**config.mk**
```make
export PLATFORM = sky130hd
export DESIGN_NAME = gtm_timer
export DESIGN_NICKNAME = d
export VERILOG_FILES = /design/src/core/gtm_pkg.sv /design/src/core/gtm_timer.sv
export SDC_FILE = /design/constraint.sdc
export NUM_CORES = 1
export LEC_CHECK = 0
export BUFFER_PORTS_ARGS = -buffer_cell sky130_fd_sc_hd__buf_4
export CAP_MARGIN = 20
export CORE_ASPECT_RATIO = 0.6
export CORE_UTILIZATION = 51
export CTS_CLUSTER_SIZE = 8
export DETAILED_ROUTE_END_ITERATION = 8
export PLACE_DENSITY = 0.85
export REMOVE_ABC_BUFFERS = 1
export SETUP_SLACK_MARGIN = 0.4
export SKIP_CTS_REPAIR_TIMING = 1
export SLEW_MARGIN = 40
export SYNTH_ARGS = -nofsm -noshare
export SYNTH_HDL_FRONTEND = slang
export SYNTH_SLANG_ARGS = --single-unit
```
**constraint.sdc**
```tcl
create_clock -name core_clk_i -period 2.6 [get_ports core_clk_i]
set_input_delay 0.26 -clock core_clk_i [delete_from_list [all_inputs] [get_ports core_clk_i]]
set_output_delay 0.26 -clock core_clk_i [all_outputs]
set_load 0.02 [all_outputs]
```
**src/core/gtm_pkg.sv**
```systemverilog
package gtm_pkg;

    // register offsets on the plain register port
    localparam logic [2:0] GTM_OFS_CONTROL     = 3'h0;
    localparam logic [2:0] GTM_OFS_GATE_CTRL   = 3'h1;
    localparam logic [2:0] GTM_OFS_CLK_SEL     = 3'h2;
    localparam logic [2:0] GTM_OFS_GATE_SEL    = 3'h3;
    localparam logic [2:0] GTM_OFS_COUNT_LOW   = 3'h4;
    localparam logic [2:0] GTM_OFS_COUNT_HIGH  = 3'h5;
    localparam logic [2:0] GTM_OFS_FLAGS       = 3'h6;

    // timer_control fields
    localparam int GTM_CTL_ON_BIT    = 0;
    localparam int GTM_CTL_BUFFERED_READ_ENABLE_BIT  = 1;
    localparam int GTM_CTL_SYNC_BIT  = 2;
    localparam int GTM_CTL_PS_LSB    = 4;
    // timer_gate_control fields
    localparam int GTM_GC_ARMED_BIT  = 3;
    localparam int GTM_GC_SPM_BIT    = 4;
    localparam int GTM_GC_TGL_BIT    = 5;
    localparam int GTM_GC_POL_BIT    = 6;
    localparam int GTM_GC_GE_BIT     = 7;
    localparam int GTM_GC_GATE_LEVEL_STATUS_BIT   = 2;
    // flags register fields (write 1 to clear)
    localparam int GTM_FL_OVF_BIT    = 0;
    localparam int GTM_FL_GATE_BIT   = 1;

    localparam logic [7:0] GTM_RST_BYTE  = 8'h00;
    localparam logic [3:0] GTM_CS_PIN    = 4'h0;
    localparam logic [3:0] GTM_CS_FOSC4  = 4'h1;
    localparam logic [3:0] GTM_CS_FOSC   = 4'h2;
    localparam logic [3:0] GTM_CS_SELF   = 4'h9;
    localparam logic [4:0] GTM_GS_SELF   = 5'h02;
    localparam logic [4:0] GTM_GS_LAST   = 5'h18;
    localparam logic [1:0] GTM_FOSC4_DIV = 2'h3;

    typedef struct packed {
        logic       gate_function_enable;
        logic       gate_polarity;
        logic       gate_toggle_mode;
        logic       gate_single_pulse_mode;
    } gtm_gate_cfg_s;

    typedef struct packed {
        logic [2:0] addr;
        logic [7:0] wdata;
        logic       wr;
        logic       rd;
    } gtm_bus_s;

endpackage : gtm_pkg

```
**src/core/gtm_timer.sv**
```systemverilog
// The placing of the registers and the plain strobed port were decided locally.
`timescale 1ns/1ns
`default_nettype none
module gtm_timer #(
    parameter int CNT_W = 16
) (
    // clock and reset
    input  wire logic                core_clk_i,
    input  wire logic                rst_b_i,
    // register port
    input  wire gtm_pkg::gtm_bus_s   bus_i,
    output logic [7:0]               rdata_o,
    // clock sources, codes 0..15 (indices 0..2 absent: pin, fosc/4, fosc)
    input  wire logic                routed_clock_pin_i,
    input  wire logic [15:3]         clk_src_i,
    // gate sources, codes 0..24 (index 0 unused: pin)
    input  wire logic                routed_gate_pin_i,
    input  wire logic [24:1]         gate_src_i,
    // events
    output logic                     overflow_pulse_o,
    output logic                     overflow_flag_o,
    output logic                     gate_event_flag_o
);
    import gtm_pkg::*;

    // one address compare shared by every strobe decode below
    function automatic logic reg_hit(input gtm_bus_s b, input logic [2:0] ofs);
        return b.addr == ofs;
    endfunction : reg_hit

    // reserved gate codes: own overflow and everything past the last source
    function automatic logic gate_code_reserved(input logic [4:0] code);
        return (code == GTM_GS_SELF) || (code > GTM_GS_LAST);
    endfunction : gate_code_reserved

    logic [1:0]       prescale_select_reg;
    logic             sync_disable_reg;
    logic             buffered_read_enable_reg;
    logic             timer_on_reg;
    gtm_gate_cfg_s    gate_cfg_reg;
    logic             single_pulse_armed_reg;
    logic [3:0]       clk_sel_reg;
    logic [4:0]       gate_source_select_reg;
    logic [CNT_W-1:0] count_reg;
    logic [7:0]       high_hold_reg;
    logic             overflow_flag_reg;
    logic             gate_event_flag_reg;
    logic [1:0]       fosc4_cnt_reg;
    logic             clk_meta_reg;
    logic             clk_sync_reg;
    logic             clk_prev_reg;
    logic [2:0]       ps_cnt_reg;
    logic             gate_prev_reg;
    logic             toggle_ff_reg;
    logic             gate_level_status_prev_reg;
    logic             pulse_open_reg;

    logic             wr_ctl;
    logic             wr_gc;
    logic             wr_lo;
    logic             wr_hi;
    logic             wr_cs;
    logic             wr_gs;
    logic             wr_fl;
    logic             rd_lo;
    logic             ps_wrap;
    logic             sel_raw;
    logic             sys_src;
    logic             src_level;
    logic             src_rise;
    logic             tick;
    logic             gate_raw;
    logic             gate_pol;
    logic             gate_rise;
    logic             gate_value;
    logic             count_ok;
    logic             inc;
    logic [2:0]       ps_mask;

    always_comb begin
        wr_ctl = bus_i.wr && reg_hit(bus_i, GTM_OFS_CONTROL);
        wr_gc  = bus_i.wr && reg_hit(bus_i, GTM_OFS_GATE_CTRL);
        wr_cs  = bus_i.wr && reg_hit(bus_i, GTM_OFS_CLK_SEL);
        wr_gs  = bus_i.wr && reg_hit(bus_i, GTM_OFS_GATE_SEL);
        wr_lo  = bus_i.wr && reg_hit(bus_i, GTM_OFS_COUNT_LOW);
        wr_hi  = bus_i.wr && reg_hit(bus_i, GTM_OFS_COUNT_HIGH);
        wr_fl  = bus_i.wr && reg_hit(bus_i, GTM_OFS_FLAGS);
        rd_lo  = bus_i.rd && reg_hit(bus_i, GTM_OFS_COUNT_LOW);
    end

    // clock source mux; own overflow code selects nothing
    always_comb begin
        unique case (clk_sel_reg)
            GTM_CS_PIN:   sel_raw = routed_clock_pin_i;
            GTM_CS_FOSC4: sel_raw = 1'b0;
            GTM_CS_FOSC:  sel_raw = 1'b0;
            GTM_CS_SELF:  sel_raw = 1'b0;
            default:      sel_raw = clk_src_i[clk_sel_reg];
        endcase
    end

    assign sys_src = (clk_sel_reg == GTM_CS_FOSC) || (clk_sel_reg == GTM_CS_FOSC4);

    always_ff @(posedge core_clk_i) begin
        if (!rst_b_i) begin
            clk_meta_reg <= 1'b0;
            clk_sync_reg <= 1'b0;
            clk_prev_reg <= 1'b0;
        end else begin
            clk_meta_reg <= sel_raw;
            clk_sync_reg <= clk_meta_reg;
            clk_prev_reg <= src_level;
        end
    end

    // unsynchronised path still edge-detected on core clock; it only skips the
    // two-stage synchroniser, so a caller must accept metastability risk
    assign src_level = sync_disable_reg ? sel_raw : clk_sync_reg;

    always_ff @(posedge core_clk_i) begin
        if (!rst_b_i)
            fosc4_cnt_reg <= 2'h0;
        else
            fosc4_cnt_reg <= fosc4_cnt_reg + 2'h1;
    end

    always_comb begin
        src_rise = src_level && !clk_prev_reg;
        // internal clocks need no synchroniser, so the sync bit has no say here
        if (sys_src)
            src_rise = (clk_sel_reg == GTM_CS_FOSC) || (fosc4_cnt_reg == GTM_FOSC4_DIV);
    end

    // prescaler
    always_comb begin
        unique case (prescale_select_reg)
            2'h0: ps_mask = 3'h0;
            2'h1: ps_mask = 3'h1;
            2'h2: ps_mask = 3'h3;
            2'h3: ps_mask = 3'h7;
        endcase
    end

    // masked compare still finds the wrap when the field shrinks mid-run
    assign ps_wrap = (ps_cnt_reg & ps_mask) == ps_mask;

    // stopped timer restarts the prescaler from a known phase
    always_ff @(posedge core_clk_i) begin
        if (!rst_b_i || !timer_on_reg)
            ps_cnt_reg <= 3'h0;
        else if (src_rise)
            ps_cnt_reg <= ps_wrap ? 3'h0 : ps_cnt_reg + 3'h1;
    end

    assign tick = src_rise && ps_wrap;

    // gate source mux
    always_comb begin
        if (gate_source_select_reg == 5'h00)
            gate_raw = routed_gate_pin_i;
        else if (gate_code_reserved(gate_source_select_reg))
            gate_raw = 1'b0;
        else
            gate_raw = gate_src_i[gate_source_select_reg];
    end

    assign gate_pol  = gate_cfg_reg.gate_polarity ? gate_raw : !gate_raw;
    assign gate_rise = gate_pol && !gate_prev_reg;

    always_ff @(posedge core_clk_i) begin
        if (!rst_b_i)
            gate_prev_reg <= 1'b0;
        else
            gate_prev_reg <= gate_pol;
    end

    always_ff @(posedge core_clk_i) begin
        if (!rst_b_i || !timer_on_reg || !gate_cfg_reg.gate_toggle_mode)
            toggle_ff_reg <= 1'b0;
        else if (gate_rise)
            toggle_ff_reg <= !toggle_ff_reg;
    end

    // single pulse: armed waits for the leading edge, then pulse_open counts
    // until the trailing edge; further gate events are ignored until re-arm
    logic stage_gate;
    logic stage_prev_reg;
    logic stage_rise;
    logic stage_fall;
    assign stage_gate = gate_cfg_reg.gate_toggle_mode ? toggle_ff_reg : gate_pol;
    assign stage_rise = stage_gate && !stage_prev_reg;
    assign stage_fall = !stage_gate && stage_prev_reg;

    always_ff @(posedge core_clk_i) begin
        if (!rst_b_i)
            stage_prev_reg <= 1'b0;
        else
            stage_prev_reg <= stage_gate;
    end

    always_ff @(posedge core_clk_i) begin
        if (!rst_b_i || !gate_cfg_reg.gate_single_pulse_mode)
            pulse_open_reg <= 1'b0;
        else if (single_pulse_armed_reg && stage_rise)
            pulse_open_reg <= 1'b1;
        else if (stage_fall)
            pulse_open_reg <= 1'b0;
    end

    always_ff @(posedge core_clk_i) begin
        if (!rst_b_i)
            single_pulse_armed_reg <= 1'b0;
        else if (!gate_cfg_reg.gate_single_pulse_mode ||
                 (wr_gc && !bus_i.wdata[GTM_GC_SPM_BIT]))
            single_pulse_armed_reg <= 1'b0;
        else if (pulse_open_reg && stage_fall)
            single_pulse_armed_reg <= 1'b0;
        else if (wr_gc)
            single_pulse_armed_reg <= bus_i.wdata[GTM_GC_ARMED_BIT];
    end

    // gate value seen by the counter
    assign gate_value = gate_cfg_reg.gate_single_pulse_mode ?
                        (pulse_open_reg && stage_gate) : stage_gate;

    always_ff @(posedge core_clk_i) begin
        if (!rst_b_i)
            gate_level_status_prev_reg <= 1'b0;
        else
            gate_level_status_prev_reg <= gate_value;
    end

    // set wins over a same-cycle write-one-to-clear
    always_ff @(posedge core_clk_i) begin
        if (!rst_b_i)
            gate_event_flag_reg <= 1'b0;
        else if (gate_level_status_prev_reg && !gate_value)
            gate_event_flag_reg <= 1'b1;
        else if (wr_fl && bus_i.wdata[GTM_FL_GATE_BIT])
            gate_event_flag_reg <= 1'b0;
    end

    assign count_ok = !gate_cfg_reg.gate_function_enable || gate_value;
    assign inc      = timer_on_reg && tick && count_ok;

    // a software write beats a same-cycle increment, so a preload never races
    always_ff @(posedge core_clk_i) begin
        if (!rst_b_i)
            count_reg <= '0;
        else if (wr_lo)
            count_reg[7:0] <= bus_i.wdata;
        else if (wr_hi)
            count_reg[CNT_W-1:8] <= bus_i.wdata[CNT_W-9:0];
        else if (inc)
            count_reg <= count_reg + {{(CNT_W-1){1'b0}}, 1'b1};
    end

    // a wrap hidden by a byte write is no wrap at all
    assign overflow_pulse_o = inc && (&count_reg) && !wr_lo && !wr_hi;

    always_ff @(posedge core_clk_i) begin
        if (!rst_b_i)
            overflow_flag_reg <= 1'b0;
        else if (overflow_pulse_o)
            overflow_flag_reg <= 1'b1;
        else if (wr_fl && bus_i.wdata[GTM_FL_OVF_BIT])
            overflow_flag_reg <= 1'b0;
    end

    // latched on every low read; only shown when buffering is on
    always_ff @(posedge core_clk_i) begin
        if (!rst_b_i)
            high_hold_reg <= GTM_RST_BYTE;
        else if (rd_lo)
            high_hold_reg <= count_reg[15:8];
    end

    // control registers
    always_ff @(posedge core_clk_i) begin
        if (!rst_b_i) begin
            prescale_select_reg      <= 2'h0;
            sync_disable_reg         <= 1'b0;
            buffered_read_enable_reg <= 1'b0;
            timer_on_reg             <= 1'b0;
        end else if (wr_ctl) begin
            prescale_select_reg      <= bus_i.wdata[GTM_CTL_PS_LSB +: 2];
            sync_disable_reg         <= bus_i.wdata[GTM_CTL_SYNC_BIT];
            buffered_read_enable_reg <= bus_i.wdata[GTM_CTL_BUFFERED_READ_ENABLE_BIT];
            timer_on_reg             <= bus_i.wdata[GTM_CTL_ON_BIT];
        end
    end

    always_ff @(posedge core_clk_i) begin
        if (!rst_b_i)
            gate_cfg_reg <= '0;
        else if (wr_gc)
            gate_cfg_reg <= bus_i.wdata[7:4];
    end

    // reserved codes are stored as written; the muxes turn them into a quiet 0
    always_ff @(posedge core_clk_i) begin
        if (!rst_b_i)
            clk_sel_reg <= GTM_CS_PIN;
        else if (wr_cs)
            clk_sel_reg <= bus_i.wdata[3:0];
    end

    always_ff @(posedge core_clk_i) begin
        if (!rst_b_i)
            gate_source_select_reg <= 5'h00;
        else if (wr_gs)
            gate_source_select_reg <= bus_i.wdata[4:0];
    end

    // read data one cycle after the strobe; unmapped reads return zero
    always_ff @(posedge core_clk_i) begin
        if (!rst_b_i)
            rdata_o <= GTM_RST_BYTE;
        else if (!bus_i.rd)
            rdata_o <= GTM_RST_BYTE;
        else begin
            unique case (bus_i.addr)
                GTM_OFS_CONTROL:    rdata_o <= {2'h0, prescale_select_reg, 1'b0, sync_disable_reg,
                                                buffered_read_enable_reg, timer_on_reg};
                GTM_OFS_GATE_CTRL:  rdata_o <= {gate_cfg_reg, single_pulse_armed_reg,
                                                gate_value, 2'h0};
                GTM_OFS_CLK_SEL:    rdata_o <= {4'h0, clk_sel_reg};
                GTM_OFS_GATE_SEL:   rdata_o <= {3'h0, gate_source_select_reg};
                GTM_OFS_COUNT_LOW:  rdata_o <= count_reg[7:0];
                GTM_OFS_COUNT_HIGH: rdata_o <= buffered_read_enable_reg ?
                                               high_hold_reg : count_reg[15:8];
                GTM_OFS_FLAGS:      rdata_o <= {6'h00, gate_event_flag_reg, overflow_flag_reg};
                default:            rdata_o <= GTM_RST_BYTE;
            endcase
        end
    end

    assign overflow_flag_o   = overflow_flag_reg;
    assign gate_event_flag_o = gate_event_flag_reg;

endmodule : gtm_timer
`default_nettype wire

```
==> qor.csv <==
stage,metric,value,unit
status,status,"complete, but fails checks",
status,violated checks,negative setup slack,
worst_setup_path,r2r startpoint,gate_source_select_reg[1],
power,Peak VDD IR,0.4497,mV
placed_design,"Cell Area, Placed",4546,µm²
sta,RSZ-0062 raised after global routing,true,
floorplan,die height,68.86,µm
global_route,grt total ovfl,0,
synth,Post-synth ARST share,0,
placed_design,dpl hpwl,8759,µm
synth,Yosys cell types,63,
sta,fin crit share,1.094,
worst_setup_path,reg2reg path depth,11,
clock_tree,CTS tree,built,
floorplan,core area,6935,µm²
sta,Fin Setup TNS,-2.106,ns
sta,post-route clock skew,0.006316,ns
routing,post-route ant nets,0,
finish,"commonest non-fill, non-tap cell in the layout",buf_4,
sta,Max Freq,351.7,MHz
sta,# setup viols final,18,
floorplan,Rows,23,
routing,WL per Instance,20.34,µm
worst_setup_path,CP startpoint kind,flop,
finish,area of the multi-input gates,2560,µm²
worst_setup_path,internal reg-to-reg setup slack,-0.18,ns
worst_hold_path,Hold WC Path Type,input pin to flop,
worst_setup_path,critical path peak fanout,5,
worst_setup_path,CP max stage delay,0.53,ns
power,Pwr per Cell Area,507.9,nW/µm²
sta,Final Slew Violations,0,
global_route,global-route wire length before repair,18220,µm
floorplan,Die X,113.4,µm
clock_tree,clk sink count,66,
synth,"EDFF count, synth",0,
finish,# fillers,485,
finish,Layout area overhead,38.36,%
worst_setup_path,CP required,2.34,ns
clock_tree,Worst-path clk slew,0.05,ns
synth,synthesized area per cell,8.189,µm²
floorplan,I/O pins,65,
clock_tree,Root Buffer,clkbuf_16,
routing,vias,4289,
sta,Fin. Hold Viols,0,
synth,register area share after synthesis,0.3477,
clock_tree,depth of the CTS H-tree,3,
power,Leakage,0.001983,µW
finish,max FFs per register,16,
worst_setup_path,Worst path slowest cell,mux4_2,
synth,Cells after Synth,464,
placed_design,GPL Wtd Cong,0.9104,
clock_tree,Inserted Clock Buffers,9,
clock_tree,later-pin clock latency in the skew report,0.33,ns
worst_setup_path,CP Capture Type,output port,
finish,register area,1341,µm²
finish,fin util,0.7581,
routing,Initial DRC Count,704,
routing,Via density,6.489,
power,final total power,2670,µW
finish,Diodes inserted,0,
synth,#FFs+latches synth,66,
placed_design,Port Buffers,63,
worst_setup_path,"critical path, cell by cell","mux4_2, nor2b_4, nor4b_4, buf_12, nor4_4, a211oi_2, buf_4, nor4_4, buf_4",
worst_setup_path,WS Path Type,flop to output port,
sta,PnR worst setup slack,-0.2431,ns
floorplan,DIE AREA,7811,µm²
synth,Yosys warning count,0,
finish,most frequent cells in the layout,"buf_4 (105), dfxtp_1 (60), nor2_1 (49)",
finish,Final nets,614,
sta,post-layout min period,2.843,ns
sta,Worst slew margin,0.4277,
routing,DRC Markers,0,
worst_setup_path,RR Endpoint,count_reg[9],
worst_setup_path,crit path from,gate_source_select_reg[1],
finish,layout cells sized above 1,0.3298,
synth,Mapped Area,3800,µm²
routing,Post-Route WL,13440,µm
worst_setup_path,WP data arrival,2.58,ns
global_route,initial antenna violation count,0,
floorplan,starting density of the core,0.5479,
clock_tree,Clock Tree Buf Depth,2,
worst_setup_path,CP Buf/Inv Count,3,
sta,Worst Max-Slew Pin Slew,0.8519,ns
worst_setup_path,Crit. path cell count,9,
worst_setup_path,family with the most delay on the worst path,simple AND/OR/NAND/NOR gates,
global_route,All-Layer GR Usage,0.3105,
worst_setup_path,Setup crit end,overflow_pulse_o,
flow_run,max cap viols,0,
finish,fin area,5258,µm²
global_route,vias in the first global route,3640,
routing,drt pass-1 iters,5,
worst_hold_path,Worst Hold Depth,3,
synth,Post-synth top flop,dfxtp_1,
global_route,largest net degree at the start of global routing,33,
-- how the worst min path moves through the flow --
stage                          start                     end  slack (ns)
floorplan                    rst_b_i         overflow_flag_o        0.38
global placement    fosc4_cnt_reg[0]        fosc4_cnt_reg[0]        0.41
detailed placement  fosc4_cnt_reg[0]        fosc4_cnt_reg[0]        0.42
CTS                         bus_i[6]  prescale_select_reg[0]        0.22
global route                bus_i[6]  prescale_select_reg[0]        0.25
finish                      bus_i[6]  prescale_select_reg[0]        0.25
-- metrics by stage --
stage	std cells	hold slack [ns]	worst slack (ns)
after global routing	661	0.2514	-0.3402
after global placement	632	0.4067	-0.09253
after detailed placement	632	0.4209	-0.2514
after CTS	647	0.2247	-0.5306
after floorplan	432	0.3776	-0.7653
final	661	0.2453	-0.2431
-- per-layer routing --
| layer | track usage | up-vias | routed length, µm |
|---|---|---|---|
| li1 | - | 1913 | - |
| met1 | 0.4020 | 2008 | 5568 |
| met2 | 0.4847 | 302 | 5901 |
| met3 | 0.1084 | 66 | 1515 |
| met4 | 0.1118 | 0 | 459 |
| met5 | 0 | - | 0 |
-- power breakdown --
group          total [µW]  switching (µW)  internal, µW
clock network        1190             430           764
logic                 399             199           200
registers            1080            37.1          1040
total                2670             666          2000
-- area by class of cell --
type                            count  area share
Inverter                            5    0.003570
Clock inverter                      2    0.007139
Timing Repair Buffer              114      0.1759
Multi-Input combinational cell    361      0.4869
Sequential cell                    66      0.2551
Clock buffer                       13     0.04760
Tap cell                          100     0.02380
-- tightest hold or removal path: cells and delay by family --
family	cells	cell delay [ns]
AOI/OAI and AO/OA	1	0.07
buffers and inverters	1	0.13
and+or+nand+nor	1	0.08
-- Yosys cell counts, types with 2 or more instances --
library cell   n  area, µm²
mux2i_1       36      360.4
a21boi_0       2      15.01
a21oi_1       22      110.1
ha_1           3      37.54
buf_1          2      7.510
nor3_1         7      35.03
and2_1         7      43.79
or2_2          2      12.51
a221oi_1       5      43.79
nand2b_1       6      37.54
nand3_1       22      110.1
inv_1          5      18.77
mux2_2         5      56.30
and3_1        12      75.07
nand2_1       37      138.9
a211oi_1       4      30.03
nor2_1        50      187.7
nand3b_1       2      15.01
or3b_2         2      17.52
a22o_1         2      17.52
o2111ai_1      2      17.52
or3_1          4      25.02
buf_6          2      22.52
o21ai_0       29      145.1
buf_2          6      30.03
o31a_1         6      52.55
or4_1         14      105.1
o31ai_1       11      82.58
o21a_1         2      15.01
a22oi_1        3      22.52
nor4_1         4      25.02
dfxtp_1       66       1321
nor2b_1       12      75.07
or4b_2         2      20.02
nor3b_1        5      37.54
a31oi_1       14      87.58
nand4_1        2      12.51
clkbuf_1      22      82.58
-- logic make-up after synthesis --
family / count (synthesis) / synth area share
DFF: 66 / 0.3477
AOI/OAI and AO/OA: 117 / 0.2065
and+or+nand+nor: 198 / 0.2756
buffers and inverters: 37 / 0.04248
adders and majority gates: 3 / 0.009879
xor gates and xnor gates: 1 / 0.002305
muxes: 42 / 0.1156
No activity file was read; power rests on OpenSTA's default activity.
